File: src/core/seqmk_defines.svh
// Purpose: constants for the sequencer marker / reload flag block
// Assumes: included by bare name from core files
// Notes: definitions only
`ifndef SEQMK_DEFINES_SVH
`define SEQMK_DEFINES_SVH

// marker run lengths in clocks
`define SEQMK_LEN_NONE 2'h0
`define SEQMK_LEN_BOUNDARY 2'h1
`define SEQMK_LEN_DEFERRED 2'h2
`define SEQMK_LEN_IMMEDIATE 2'h3

// longest run that is not the halted indication
`define SEQMK_RUN_MAX 3'h3

// reset values
`define SEQMK_MARKER_RST 1'h0
`define SEQMK_RELOAD_RST 1'h0

`endif

File: src/core/seqmk_pkg.sv
// Purpose: types for the sequencer marker / reload flag block
// Assumes: used as seqmk_pkg::name, never imported
// Notes: constants live in seqmk_defines.svh
package seqmk_pkg;

  typedef logic [1:0] seqmk_len_t;

  typedef enum logic [3:0] {
    SEQMK_IDLE  = 4'h1,
    SEQMK_PULSE = 4'h2,
    SEQMK_GAP   = 4'h4,
    SEQMK_HALT  = 4'h8
  } seqmk_state_e;

endpackage

File: src/core/seqmk_marker.sv
// Purpose: sequencer state marker and pipeline reload flag for trace capture
// Assumes: event inputs are one-cycle pulses synchronous to core_clk rising edge
// Notes: both outputs are retimed onto the falling edge by seqmk_out_stage
`timescale 1ns/1ps
`include "seqmk_defines.svh"

// Function
// - instruction boundary gives one-clock marker
// - boundary with pending trace/interrupt gives two clocks
// - translation cache miss gives three clocks
// - immediate exceptions also give three clocks
// - double bus fault holds marker asserted
// - external bus hold never stops sequencer
// - outputs follow sequencer, not bus cycles
// - reload flag asserts on every reload request
// - branches, jumps, traps, returns, status writes reload
// - condition-code-only operations cause no reload
// - whole status word load causes reload
// - translation control change causes reload
// - loop instruction: reload before test, again if false
// - marker and reload flag timed independently
// - both outputs launched from falling edge
// - trace/interrupt entry raises reload before handler
// - three-clock markings happen immediately, not at boundaries
// - bus error before handler's first instruction halts
// - halted marking persists until reset
// - error during reset vector fetch halts
module seqmk_marker #(
  parameter int LEN_W = 2
) (
  // clock and reset
  input wire logic core_clk,
  input wire logic resetn,
  // instruction boundary events
  input wire logic ev_boundary,
  input wire logic ev_pend_trace,
  input wire logic ev_pend_irq,
  // immediate events: translation miss and exceptions
  input wire logic ev_atc_miss,
  input wire logic ev_exc_reset,
  input wire logic ev_bus_error,
  input wire logic ev_addr_error,
  input wire logic ev_spurious,
  input wire logic ev_autovector,
  input wire logic ev_cp_escape_noresp,
  // exception progress
  input wire logic ev_handler_first_instr,
  input wire logic ev_startup_done,
  // reload causes
  input wire logic rl_branch,
  input wire logic rl_jump,
  input wire logic rl_trap,
  input wire logic rl_return,
  input wire logic rl_cp_flow,
  input wire logic rl_flag_register_load_instr,
  input wire logic rl_translation_control_load_instr,
  input wire logic rl_exc_entry,
  input wire logic rl_cc_only,
  input wire logic rl_loop_start,
  input wire logic rl_loop_cond_false,
  // external bus hold, bus side only
  input wire logic bus_hold_input,
  // trace outputs
  output logic sequencer_marker,
  output logic pipeline_reload_flag
);

  // the run-length codes are fixed at two bits, so any other width is refused
  if (LEN_W != 2)
  begin : g_len_w_check
    $error("seqmk_marker: LEN_W must be 2");
  end

  ////////////////////////////////////////////////////////////////////////////
  // event decode

  function automatic seqmk_pkg::seqmk_len_t len_max(input seqmk_pkg::seqmk_len_t a,
                                                    input seqmk_pkg::seqmk_len_t b);
    len_max = (a > b) ? a : b;
  endfunction

  seqmk_pkg::seqmk_state_e state_reg;
  seqmk_pkg::seqmk_state_e state_next;
  seqmk_pkg::seqmk_len_t cnt_reg;
  seqmk_pkg::seqmk_len_t cnt_next;
  seqmk_pkg::seqmk_len_t pend_reg;
  seqmk_pkg::seqmk_len_t pend_next;
  logic berr_win_reg;
  logic berr_win_next;
  logic boot_win_reg;
  logic boot_win_next;
  logic halt_reg;
  logic halt_next;
  logic reload_reg;
  logic reload_next;
  logic reload_pend_reg;
  logic reload_pend_next;

  wire logic deferred = ev_boundary & (ev_pend_trace | ev_pend_irq);
  wire logic imm_exc = ev_exc_reset | ev_bus_error | ev_addr_error | ev_spurious | ev_autovector
                     | ev_cp_escape_noresp;
  wire logic imm_any = ev_atc_miss | imm_exc;
  // a second bus error inside the handler-entry window is fatal
  wire logic dbl_fault = berr_win_reg & ev_bus_error;
  // errors while fetching the reset vectors or first prefetch are fatal too
  wire logic boot_fault = boot_win_reg & (ev_bus_error | ev_addr_error);
  wire logic halt_cause = dbl_fault | boot_fault;
  wire logic halt_any = halt_reg | halt_cause;

  // immediate exceptions are marked at once, without waiting for a boundary
  wire seqmk_pkg::seqmk_len_t req_len =
    imm_any ? `SEQMK_LEN_IMMEDIATE :
    deferred ? `SEQMK_LEN_DEFERRED :
    ev_boundary ? `SEQMK_LEN_BOUNDARY :
    `SEQMK_LEN_NONE;
  wire seqmk_pkg::seqmk_len_t gap_len = len_max(pend_reg, req_len);
  wire logic marker_int = (state_reg == seqmk_pkg::SEQMK_PULSE) || (state_reg == seqmk_pkg::SEQMK_HALT);

  ////////////////////////////////////////////////////////////////////////////
  // fault windows and halt latch

  // set wins over clear when a bus error and the handler start coincide
  assign berr_win_next = ev_bus_error | (berr_win_reg & ~ev_handler_first_instr);
  assign boot_win_next = ev_exc_reset | (boot_win_reg & ~ev_startup_done);
  assign halt_next = halt_any;

  ////////////////////////////////////////////////////////////////////////////
  // marker sequencer

  // bus_hold_input is deliberately absent: it stalls bus cycles, not this sequencer
  always_comb
  begin
    state_next = state_reg;
    cnt_next = cnt_reg;
    pend_next = pend_reg;
    unique case (state_reg)
      seqmk_pkg::SEQMK_IDLE:
      begin
        if (halt_any)
          state_next = seqmk_pkg::SEQMK_HALT;
        else if (req_len != `SEQMK_LEN_NONE)
        begin
          state_next = seqmk_pkg::SEQMK_PULSE;
          cnt_next = req_len - 2'h1;
        end
      end
      seqmk_pkg::SEQMK_PULSE:
      begin
        // an event during a run waits; coinciding events keep only the longest
        pend_next = len_max(pend_reg, req_len);
        if (halt_any)
          state_next = seqmk_pkg::SEQMK_HALT;
        else if (cnt_reg == 2'h0)
          state_next = seqmk_pkg::SEQMK_GAP;
        else
          cnt_next = cnt_reg - 2'h1;
      end
      seqmk_pkg::SEQMK_GAP:
      begin
        pend_next = `SEQMK_LEN_NONE;
        if (halt_any)
          state_next = seqmk_pkg::SEQMK_HALT;
        else if (gap_len != `SEQMK_LEN_NONE)
        begin
          state_next = seqmk_pkg::SEQMK_PULSE;
          cnt_next = gap_len - 2'h1;
        end
        else
          state_next = seqmk_pkg::SEQMK_IDLE;
      end
      seqmk_pkg::SEQMK_HALT:
      begin
        state_next = seqmk_pkg::SEQMK_HALT;
      end
      default:
      begin
        state_next = seqmk_pkg::SEQMK_HALT;
      end
    endcase
  end

  ////////////////////////////////////////////////////////////////////////////
  // reload requests

  // independent of the marker path: no alignment with marker pulses
  wire logic reload_req = rl_branch | rl_jump | rl_trap | rl_return | rl_cp_flow
                        | rl_flag_register_load_instr
                        | rl_translation_control_load_instr
                        | rl_exc_entry | deferred
                        | rl_loop_start | rl_loop_cond_false;
  // back-to-back requests are split by one low clock; a request arriving while one is pending merges with it
  assign reload_next = (reload_req | reload_pend_reg) & ~reload_reg;
  assign reload_pend_next = (reload_req | reload_pend_reg) & reload_reg;

  always_ff @(posedge core_clk or negedge resetn)
  begin
    if (!resetn)
    begin
      state_reg <= seqmk_pkg::SEQMK_IDLE;
      cnt_reg <= `SEQMK_LEN_NONE;
      pend_reg <= `SEQMK_LEN_NONE;
      berr_win_reg <= 1'h0;
      boot_win_reg <= 1'h0;
      halt_reg <= 1'h0;
      reload_reg <= `SEQMK_RELOAD_RST;
      reload_pend_reg <= 1'h0;
    end
    else
    begin
      state_reg <= state_next;
      cnt_reg <= cnt_next;
      pend_reg <= pend_next;
      berr_win_reg <= berr_win_next;
      boot_win_reg <= boot_win_next;
      halt_reg <= halt_next;
      reload_reg <= reload_next;
      reload_pend_reg <= reload_pend_next;
    end
  end

  ////////////////////////////////////////////////////////////////////////////
  // falling-edge launch

  seqmk_out_stage #(
    .WIDTH(2)
  ) u_out (
    .core_clk(core_clk),
    .resetn(resetn),
    .din({marker_int, reload_reg}),
    .dout({sequencer_marker, pipeline_reload_flag})
  );

  ////////////////////////////////////////////////////////////////////////////
  // checks

  logic [2:0] run_cnt_reg;
  always_ff @(posedge core_clk or negedge resetn)
  begin
    if (!resetn)
      run_cnt_reg <= 3'h0;
    else if (!marker_int)
      run_cnt_reg <= 3'h0;
    else if (run_cnt_reg != 3'h7)
      run_cnt_reg <= run_cnt_reg + 3'h1;
  end

  wire logic idle_clean = (state_reg == seqmk_pkg::SEQMK_IDLE) && !halt_cause;

  AST_ONE_CLOCK: assert property (@(posedge core_clk) disable iff (!resetn)
    idle_clean && ev_boundary && !ev_pend_trace && !ev_pend_irq && !imm_any |=> marker_int ##1 !marker_int)
    else $error("boundary marker is not one clock");

  AST_TWO_CLOCK: assert property (@(posedge core_clk) disable iff (!resetn)
    idle_clean && deferred && !imm_any |=> marker_int [*2] ##1 !marker_int)
    else $error("deferred boundary marker is not two clocks");

  AST_THREE_MISS: assert property (@(posedge core_clk) disable iff (!resetn)
    idle_clean && ev_atc_miss ##1 !halt_any [*3] |->
    ($past(marker_int, 2) && $past(marker_int, 1) && marker_int) ##1 !marker_int)
    else $error("translation miss marker is not three clocks");

  AST_THREE_EXC: assert property (@(posedge core_clk) disable iff (!resetn)
    idle_clean && imm_exc && !ev_boundary ##1 (!halt_cause && !halt_reg) [*3] |=> !marker_int)
    else $error("immediate exception marker runs past three clocks");

  AST_HALT_HOLD: assert property (@(posedge core_clk) disable iff (!resetn)
    $rose(halt_reg) |-> ##[0:1] (marker_int && state_reg == seqmk_pkg::SEQMK_HALT) ##1 marker_int [*8])
    else $error("halted marker not held");

  AST_DOUBLE_FAULT: assert property (@(posedge core_clk) disable iff (!resetn)
    berr_win_reg && ev_bus_error |=> halt_reg ##1 marker_int)
    else $error("double bus fault did not halt");

  AST_BOOT_FAULT: assert property (@(posedge core_clk) disable iff (!resetn)
    boot_win_reg && ev_addr_error |=> halt_reg)
    else $error("fault during reset vector fetch did not halt");

  AST_HOLD_IGNORED: assert property (@(posedge core_clk) disable iff (!resetn)
    bus_hold_input && state_reg == seqmk_pkg::SEQMK_PULSE && cnt_reg != 2'h0 && !halt_any
    |=> state_reg == seqmk_pkg::SEQMK_PULSE)
    else $error("bus hold disturbed the sequencer marker");

  AST_RUN_BOUND: assert property (@(posedge core_clk) disable iff (!resetn)
    run_cnt_reg > `SEQMK_RUN_MAX |-> state_reg == seqmk_pkg::SEQMK_HALT)
    else $error("marker run longer than three clocks without halt");

  AST_RELOAD: assert property (@(posedge core_clk) disable iff (!resetn)
    reload_req && !reload_reg |=> reload_reg)
    else $error("reload request not flagged");

  AST_LOOP_SPLIT: assert property (@(posedge core_clk) disable iff (!resetn)
    reload_req && reload_reg |=> !reload_reg ##1 reload_reg)
    else $error("back-to-back reload requests merged");

  AST_CC_ONLY: assert property (@(posedge core_clk) disable iff (!resetn)
    rl_cc_only && !reload_req && !reload_pend_reg |=> !reload_reg)
    else $error("condition-code-only operation caused a reload");

  COV_BOUNDARY: cover property (@(posedge core_clk) disable iff (!resetn)
    !marker_int ##1 marker_int ##1 !marker_int);
  COV_DEFERRED: cover property (@(posedge core_clk) disable iff (!resetn)
    deferred ##1 marker_int [*2] ##1 !marker_int);
  COV_HALT: cover property (@(posedge core_clk) disable iff (!resetn)
    dbl_fault ##2 state_reg == seqmk_pkg::SEQMK_HALT);
  COV_LOOP: cover property (@(posedge core_clk) disable iff (!resetn)
    rl_loop_start ##1 rl_loop_cond_false);

endmodule // seqmk_marker

File: src/core/seqmk_out_stage.sv
// Purpose: launch stage that moves posedge-timed levels onto the falling edge
// Assumes: din changes only after rising edges of core_clk
// Notes: half-cycle retime gives observers a full half period of setup
`timescale 1ns/1ps
`include "seqmk_defines.svh"

module seqmk_out_stage #(
  parameter int WIDTH = 2
) (
  // clock and reset
  input wire logic core_clk,
  input wire logic resetn,
  // levels
  input wire logic [WIDTH-1:0] din,
  output logic [WIDTH-1:0] dout
);

  // refused at elaboration, before any logic is built
  if (WIDTH < 1)
  begin : g_width_check
    $error("seqmk_out_stage: WIDTH must be at least 1");
  end

  always_ff @(negedge core_clk or negedge resetn)
  begin
    if (!resetn)
      dout <= '0;
    else
      dout <= din;
  end

  // at each rising edge the output already carries the level set one edge before
  AST_LAUNCH_NEGEDGE: assert property (@(posedge core_clk) disable iff (!resetn) dout == din)
    else $error("output not launched from the falling edge");

endmodule // seqmk_out_stage

File: config.mk
export PLATFORM = sky130hd
export DESIGN_NAME = seqmk_marker
export DESIGN_NICKNAME = d
export VERILOG_FILES = /design/src/core/seqmk_pkg.sv /design/src/core/seqmk_marker.sv /design/src/core/seqmk_out_stage.sv
export VERILOG_INCLUDE_DIRS = /design/src /design/src/core
export SDC_FILE = /design/constraint.sdc
export NUM_CORES = 1
export LEC_CHECK = 0
export ABC_AREA = 1
export BUFFER_PORTS_ARGS = -buffer_cell sky130_fd_sc_hd__buf_4
export CORE_MARGIN = 2
export CORE_UTILIZATION = 36
export DETAILED_ROUTE_END_ITERATION = 10
export HOLD_SLACK_MARGIN = 0.12
export PLACE_DENSITY = 0.68
export SYNTH_ARGS = -nofsm -noshare
export SYNTH_HDL_FRONTEND = slang
export SYNTH_SLANG_ARGS = --single-unit
File: constraint.sdc
create_clock -name core_clk -period 2.1 [get_ports core_clk]
set_input_delay 0.21 -clock core_clk [delete_from_list [all_inputs] [get_ports core_clk]]
set_output_delay 0.21 -clock core_clk [all_outputs]
set_load 0.02 [all_outputs]
---- After elaboration in Yosys (flattened, before gate mapping) ----
Index checks and enable logic that the tools add are counted.
word-level totals
  input port bits ......................... 26
  output and inout bits ................... 2
  bits in registers ....................... 15
operators by class
  reductions and logical operators ........ 8
  bitwise logic cells ..................... 33
  add/sub/neg operators ................... 3
  order comparisons ....................... 1
  multiplexer cells ....................... 19
  equal/unequal tests ..................... 12
operators with widths
  cell                                                 count
  bitwise OR 1 bit                                     23
  two-way mux 2 bit                                    10
  two-way mux 4 bit                                    5
  != test 2 bit, second input constant                 6
  case mux 4 bit (3 select lines)                      1
  bitwise AND 1 bit                                    7
  AND reduction 7 bit                                  1
  case mux 2 bit (3 select lines)                      1
  nonzero test 2 bit                                   3
  subtractor 2 x 1 -> 2 bit, second input constant     3
  equality test 4 x 1 -> 1 bit, second input constant  1
  equality test 4 x 2 -> 1 bit, second input constant  1
  equality test 4 x 3 -> 1 bit, second input constant  1
  equality test 4 bit, second input constant           1
  case mux 2 bit (2 select lines)                      1
  != test 3 x 2 -> 1 bit, second input constant        1
  != test 3 bit, second input constant                 1
  NOT 1 bit                                            3
  nonzero test 3 bit                                   1
  > comparator 2 bit                                   1
  logical NOT 2 bit                                    1
  AND reduction 2 bit                                  1
  logical OR 1 bit                                     1
  two-way mux 1 bit                                    1

---- Longest topological paths before layout ----
Gate-level depths: netlist of the first run.
  word-level depth ........................ 13
  mapped depth ............................ 15

---- By module ----
A second synthesis of the first run with hierarchy kept.
unflattened totals
  cells, all modules ...................... 109
  area, all modules ....................... 910.9 µm²
modules (own cells, without submodules)
  module           cells each  area each (µm²)  seq. area each (µm²)  times used
  seqmk_marker     107         860.8            326.6                 1
  seqmk_out_stage  2           50.0             50.0                  1

==> impl_metrics.csv, run 1 <==
group,metric,value,unit
yosys,seq_area_frac_synth,40.7,%
finish,drive_gt1_share,33.8,%
clocking,cts_tree,"built",
sta,slew_headroom,77.4,%
yosys,synth_top_area_share,32.5,%
clocking,cts-buffers-inserted,3,
run,cap_viol_max_count,0,
worst_setup_path,slowest_delay,0.41,ns
finish,fin_nets,178,
yosys,synth_top_area_cell,"dfrtp_1",
worst_setup_path,crit_family,"flip-flops",
placed_design,dpl.hpwl,1590,um
finish,largest_reg_flops,4,
finish,area_delta_synth_final,32.5,%
yosys,synth_xor_area_share,0,%
worst_setup_path,path_max_fanout,1,
worst_setup_path,timing.critical_path.buf_inv,1,
detailed_routing,drt-pass1-iter-count,4,
sta,skew,0.00581,ns
detailed_routing,drtAntennaViolNets,0,
clocking,cts_sinks,15,
die,die-area,2990,um2
finish,fin_cells,178,
grt,antenna_found_initial,0,
grt,grt_overflow_total,0,
clocking,cts-htree-levels,1,
yosys,yosysUniqueCellTypes,27,
yosys,synthMuxAreaShare,0,%
detailed_routing,routed_via_density,4.70,
worst_setup_path,crit_type,"register to output pin",
status,outcome,"completed",
power,p_leak,0.612,nW
yosys,synth_top_family_by_area,"simple AND/OR/NAND/NOR gates",
power,max-vdd-ir-drop,0.231,mV
die,dieHeight,54.7,um
worst_setup_path,critPathSlowestCell,"dfrtn_1",
sta,hold_viol,0,
sta,worst_pin_slew,0.336,ns
grt,grt_start_max_net_pins,16,
worst_hold_path,whs_path_depth,2,
grt,grt_pass1_vias,817,
worst_hold_path,holdPathEnd,"boot_win_reg",
worst_setup_path,cp-end-kind,"output pin",
yosys,synth_compound_area_share,8.25,%
die,design.core.area,2450,um2
worst_setup_path,crit_path_start_kind,"register",
die,die_width,54.7,um
clocking,ctsLongestPathBuffers,2,
yosys,synthCells,114,
worst_setup_path,crit_arrival,1.85,ns
die,placementRows,18,
detailed_routing,drc,0,
finish,nFillCells,245,
sta,slew_violations,0,
worst_setup_path,rr_startpoint,"state_reg[0]",
power,powerDensity,418,nW/um2
clocking,clock_latency,0.28,ns
worst_hold_path,worstHoldPathType,"input pin to register",
detailed_routing,drt-total-wl,1830,um
worst_setup_path,r2r_end,"u_out.dout[1]",
placed_design,gp_congestion,0.846,
worst_setup_path,reg2reg_slack,0.15,ns
yosys,syn_area,925,um2
yosys,syn_nets,143,
grt,grt_use_total,15.0,%
placed_design,place.port_buffers,25,
die,start_util,37.7,%
yosys,yosysWarnings,0,
detailed_routing,avgRoutedWirePerCell,10.3,um
yosys,synth_area_leaders,"dfrtp_1 (32%), inv_1 (8.1%), nand2_1 (8.1%)",
sta,rsz0062_at_grt,"yes",
worst_setup_path,reg2regPathDepth,3,
detailed_routing,drt-initial-drc-count,15,
sta,holdWs,0.133,ns
sta,setup_viol,0,
clocking,ctsRootBufferMaster,"clkbuf_4",
worst_setup_path,crit_chain,"buf_6",
placed_design,place_ws,0.0764,ns
yosys,synth_simple_gate_area_share,38.4,%
grt,grt_pass1_wl,3220,um
finish,final_util,49.9,%
detailed_routing,num_vias,837,
yosys,avgSynthCellArea,8.11,um2
yosys,ys_seq_elements,15,
placed_design,dp.cells,171,
yosys,synth_fa_ha_area_share,4.06,%
sta,fin_ws,0.0353,ns
worst_setup_path,cp.required,1.89,ns
clocking,cts.clk_slew.worst_paths,0.09,ns
finish,diodes,0,
die,io_pins,28,
worst_hold_path,hold_start,"ev_exc_reset",
-- area by class of cell --
| cell class | count | area, um2 | share of cell area [%] |
|---|---|---|---|
| clock buffer | 4 | 26.3 | 2.15 |
| inverter | 21 | 78.8 | 6.44 |
| multi-input combinational | 78 | 469 | 38.3 |
| sequential | 15 | 377 | 30.7 |
| tap | 30 | 37.5 | 3.06 |
| timing repair buffer | 30 | 236 | 19.3 |
-- routing by layer --
layer  wire length, um  part of all wire [%]  GRT usage [%]
met1               777                    42           17.3
met2               994                    54           27.0
met3                56                   3.1           2.46
met4                 0                     0           6.25
met5                 0                     0              0
-- cell families (layout without fill, tap and decap cells) --
group / Yosys count / after routing
flops: 15 / 15
compound gates: 12 / 12
simple gates: 63 / 63
buf+inv: 21 / 55
fa+ha+maj: 3 / 3
-- synthesized netlist by cell type (all sizes together) --
master / instances
nand4: 1
nand3b: 1
o22ai: 2
nand3: 12
dfrtn: 2
nor3: 3
nor4: 3
dfstp: 1
and2: 1
o31ai: 1
dfrtp: 12
ha: 3
o21ai: 6
inv: 21
o21bai: 3
nor2: 16
nand2: 26
-- how the worst max path moves through the flow --
stage                             start                    to  slack (ns)  cells after the start
after global routing      u_out.dout[0]  pipeline_reload_flag      -0.005                      1
after floorplan            state_reg[0]         u_out.dout[1]        0.14                      3
after CTS                 u_out.dout[0]  pipeline_reload_flag        0.02                      1
after global placement     ev_bus_error            cnt_reg[1]        0.13                     14
after detailed placement   ev_bus_error            cnt_reg[1]        0.08                     14
final                     u_out.dout[0]  pipeline_reload_flag        0.04                      1
-- power by group --
group          total [mW]  internal [mW]  switching (mW)
registers           0.293          0.291         0.00100
clock network       0.158         0.0736          0.0847
logic              0.0612         0.0367          0.0244
total               0.512          0.402           0.110
-- cell usage in the layout, fill, tap and decap left out, types with 2 or more instances in the layout --
cell,count
buf_4,26
clkbuf_4,3
dfrtn_1,2
dfrtp_1,12
dlygate4sd3_1,3
ha_1,3
inv_1,20
nand2_1,20
nand2_2,5
nand3_1,8
nand3_2,3
nor2_1,11
nor2_2,3
nor2_4,2
nor3_1,2
nor4_1,3
o21ai_0,5
o21bai_1,2
o22ai_1,2
-- through the flow --
step                instance area (um2)  TNS [ns]  power [mW]
floorplan                           925         0       0.314
global placement                   1160         0       0.354
detailed placement                 1160         0       0.356
CTS                                1220         0       0.523
global route                       1220  -0.00460       0.544
finish                             1220         0       0.512
-- repair_timing --
| action | CTS | global route |
|---|---|---|
| gates resized for setup | 0 | 1 |
| hold buffers | 3 | 0 |
| endpoints found under the hold margin | 15 | 0 |
| buffers inserted | 0 | 0 |
| endpoints found under the setup margin | 0 | 1 |
(Power assumes the default switching activity.)
==> inputs of run 2 (changes only) <==
Settings changed: ABC_AREA 1 to default, PLACE_DENSITY 0.68 to 0.69.
==> run 2 against run 1 <==
Against the previous run:
- total power up 4.5%
- combinational power up 20%
- global-route usage up 2.1 points
- critical path depth up 8
- largest power group unchanged
- synthesized cell count down 25%
- setup slack worse by 0.030 ns
- highest routed layer is now met4
==> impl_metrics.csv, run 2 <==
group,metric,value,unit
detailed_routing,num_vias,854,
sta,rsz0062_at_grt,"yes",
yosys,synth_most_common_cell,"dfrtp_1",
worst_hold_path,whs_path_depth,3,
clocking,cts-htree-levels,1,
finish,final_util,57.1,%
worst_setup_path,reg2reg_slack,0.07,ns
grt,grt_use_total,17.0,%
die,placementRows,18,
finish,drive_gt1_share,47.7,%
grt,antenna_found_initial,0,
clocking,cts-buffers-inserted,3,
run,cap_viol_max_count,0,
finish,fin_nets,160,
yosys,synth_ff_type,"dfrtp_1",
finish,final_common_cell,"buf_4",
yosys,ys_top_cells_by_count,"dfrtp_1 (12), inv_1 (7), nand2_1 (5), nor2_1 (5)",
detailed_routing,avgRoutedWirePerCell,14.4,um
worst_setup_path,cp-end-kind,"register",
sta,setup_viol,0,
worst_setup_path,r2r_end,"cnt_reg[1]",
die,io_pins,28,
finish,area_delta_synth_final,53.7,%
die,dieHeight,53.9,um
die,start_util,37.1,%
yosys,yosysWarnings,0,
clocking,clock_latency,0.29,ns
yosys,seq_area_frac_synth,42.1,%
worst_hold_path,hold_start,"ev_handler_first_instr",
grt,grt_pass1_wl,3470,um
die,design.core.area,2410,um2
yosys,syn_nets,115,
status,outcome,"completed",
worst_setup_path,crit_arrival,2.30,ns
yosys,synth_top_area_cell,"dfrtp_1",
placed_design,gp_congestion,0.764,
grt,grt_overflow_total,0,
detailed_routing,drt-pass1-iter-count,4,
power,p_leak,0.572,nW
sta,skew,0.00407,ns
sta,min_period,2.09,ns
clocking,ctsRootBufferMaster,"clkbuf_4",
detailed_routing,drt-total-wl,2310,um
sta,hold_viol,0,
sta,max_freq,477,MHz
worst_setup_path,reg2regPathDepth,7,
power,finalPower,0.535,mW
placed_design,place.port_buffers,25,
yosys,synth_edf_count,0,
clocking,cts_sinks,15,
clocking,cts_tree,"built",
yosys,synth_area_leaders,"dfrtp_1 (34%), dfrtn_1 (5.6%), ha_1 (4.2%)",
yosys,syn_area,895,um2
yosys,ys_seq_elements,15,
yosys,yosysUniqueCellTypes,42,
power,powerDensity,389,nW/um2
detailed_routing,drc,0,
yosys,ys_async_sr_fraction,100,%
worst_hold_path,worstHoldPathType,"input pin to register",
clocking,ctsLongestPathBuffers,2,
detailed_routing,routed_via_density,5.34,
die,die_width,53.9,um
finish,final_cell_mix,"buf_4 (34), dfrtp_1 (12), inv_1 (6), nor2_1 (5), nand2_1 (5)",
worst_setup_path,crit_type,"input pin to register",
sta,worst_pin_slew,0.595,ns
detailed_routing,drt-initial-drc-count,11,
grt,grt_pass1_vias,866,
yosys,synth_top_area_share,33.6,%
detailed_routing,drtAntennaViolNets,0,
clocking,cts.clk_slew.worst_paths,0.09,ns
worst_setup_path,rr_startpoint,"pend_reg[1]",
finish,diodes,0,
grt,grt_start_max_net_pins,16,
worst_setup_path,path_max_fanout,4,
sta,finalCritPeriodShare,99.7,%
yosys,avgSynthCellArea,10.4,um2
power,max-vdd-ir-drop,0.304,mV
worst_hold_path,holdPathEnd,"berr_win_reg",
sta,fin_setup_tns,0,ns
die,die-area,2900,um2
sta,slew_violations,0,
yosys,synthCells,86,
worst_setup_path,crit_path_start_kind,"input pin",
worst_setup_path,cp.required,2.30,ns
finish,largest_reg_flops,4,
sta,slew_headroom,60.3,%
placed_design,dpl.hpwl,1720,um
run 2: how the worst max path moves through the flow:
stage,to,startpoint,depth (start not counted),slack [ns]
floorplan,cnt_reg[1],ev_atc_miss,9,-0.08
global placement,cnt_reg[1],ev_atc_miss,10,-0.20
detailed placement,cnt_reg[1],ev_atc_miss,11,-0.32
CTS,pipeline_reload_flag,u_out.dout[0],1,0.01
global route,cnt_reg[1],ev_exc_reset,9,-0.04
finish,cnt_reg[1],ev_exc_reset,9,0.006
run 2: kinds of logic (layout without fill, tap and decap cells):
logic type / count (synthesis) / count (layout) / synth area share, %
fa+ha+maj: 3 / 3 / 4.20
compound gates: 27 / 27 / 24.2
xor+xnor: 1 / 1 / 0.979
simple gates: 33 / 33 / 25.6
buf+inv: 7 / 51 / 2.94
flops: 15 / 15 / 42.1
run 2: cell type report:
| class | count | area (um2) |
|---|---|---|
| repair buffers | 40 | 320 |
| flip-flops and latches | 15 | 377 |
| well taps | 30 | 37.5 |
| clock inverters | 1 | 5.00 |
| clock buffers | 3 | 22.5 |
| inverters | 7 | 28.8 |
| multi-input cells | 64 | 584 |
| fillers | 194 | 1030 |
run 2: metal layers:
metal,track usage [%],up-vias,part of all wire (%)
li1,-,414,-
met3,3.89,7,4.1
met1,17.6,406,37
met5,0,-,0
met2,32.7,27,56
met4,6.41,0,3.5
run 2: worst max-delay path: stages:
cell and delay, ns:
buf_6 0.10, nor4_4 0.34, and3_4 0.27, ha_4 0.21, o21ba_4 0.21, o2111ai_4 0.24, a21oi_4 0.08, or3_4 0.39
o31ai_2 0.25
run 2: power breakdown:
| group | switching [mW] | internal (mW) |
|---|---|---|
| clock network | 0.0980 | 0.0709 |
| logic | 0.0274 | 0.0460 |
| registers | 0.00132 | 0.292 |
run 2: stage by stage:
| stage | hold WS [ns] | area [um2] | setup slack, ns | instances |
|---|---|---|---|---|
| detailed placement | 0.0783 | 1220 | -0.318 | 153 |
| global route | 0.195 | 1380 | -0.0419 | 160 |
| CTS | 0.132 | 1260 | 0.0133 | 158 |
| finish | 0.191 | 1380 | 0.00554 | 160 |
| global placement | 0.0765 | 1220 | -0.201 | 153 |
| floorplan | -0.0856 | 907 | -0.0752 | 86 |
run 2: timing repair:
item                                    CTS  global route
setup buffers                             0             1
gates cloned                              0             0
gates resized for setup                   1            15
hold buffers                              1             1
endpoints found under the setup margin    1             3
pin swaps                                 0             8
endpoints found under the hold margin    13             1
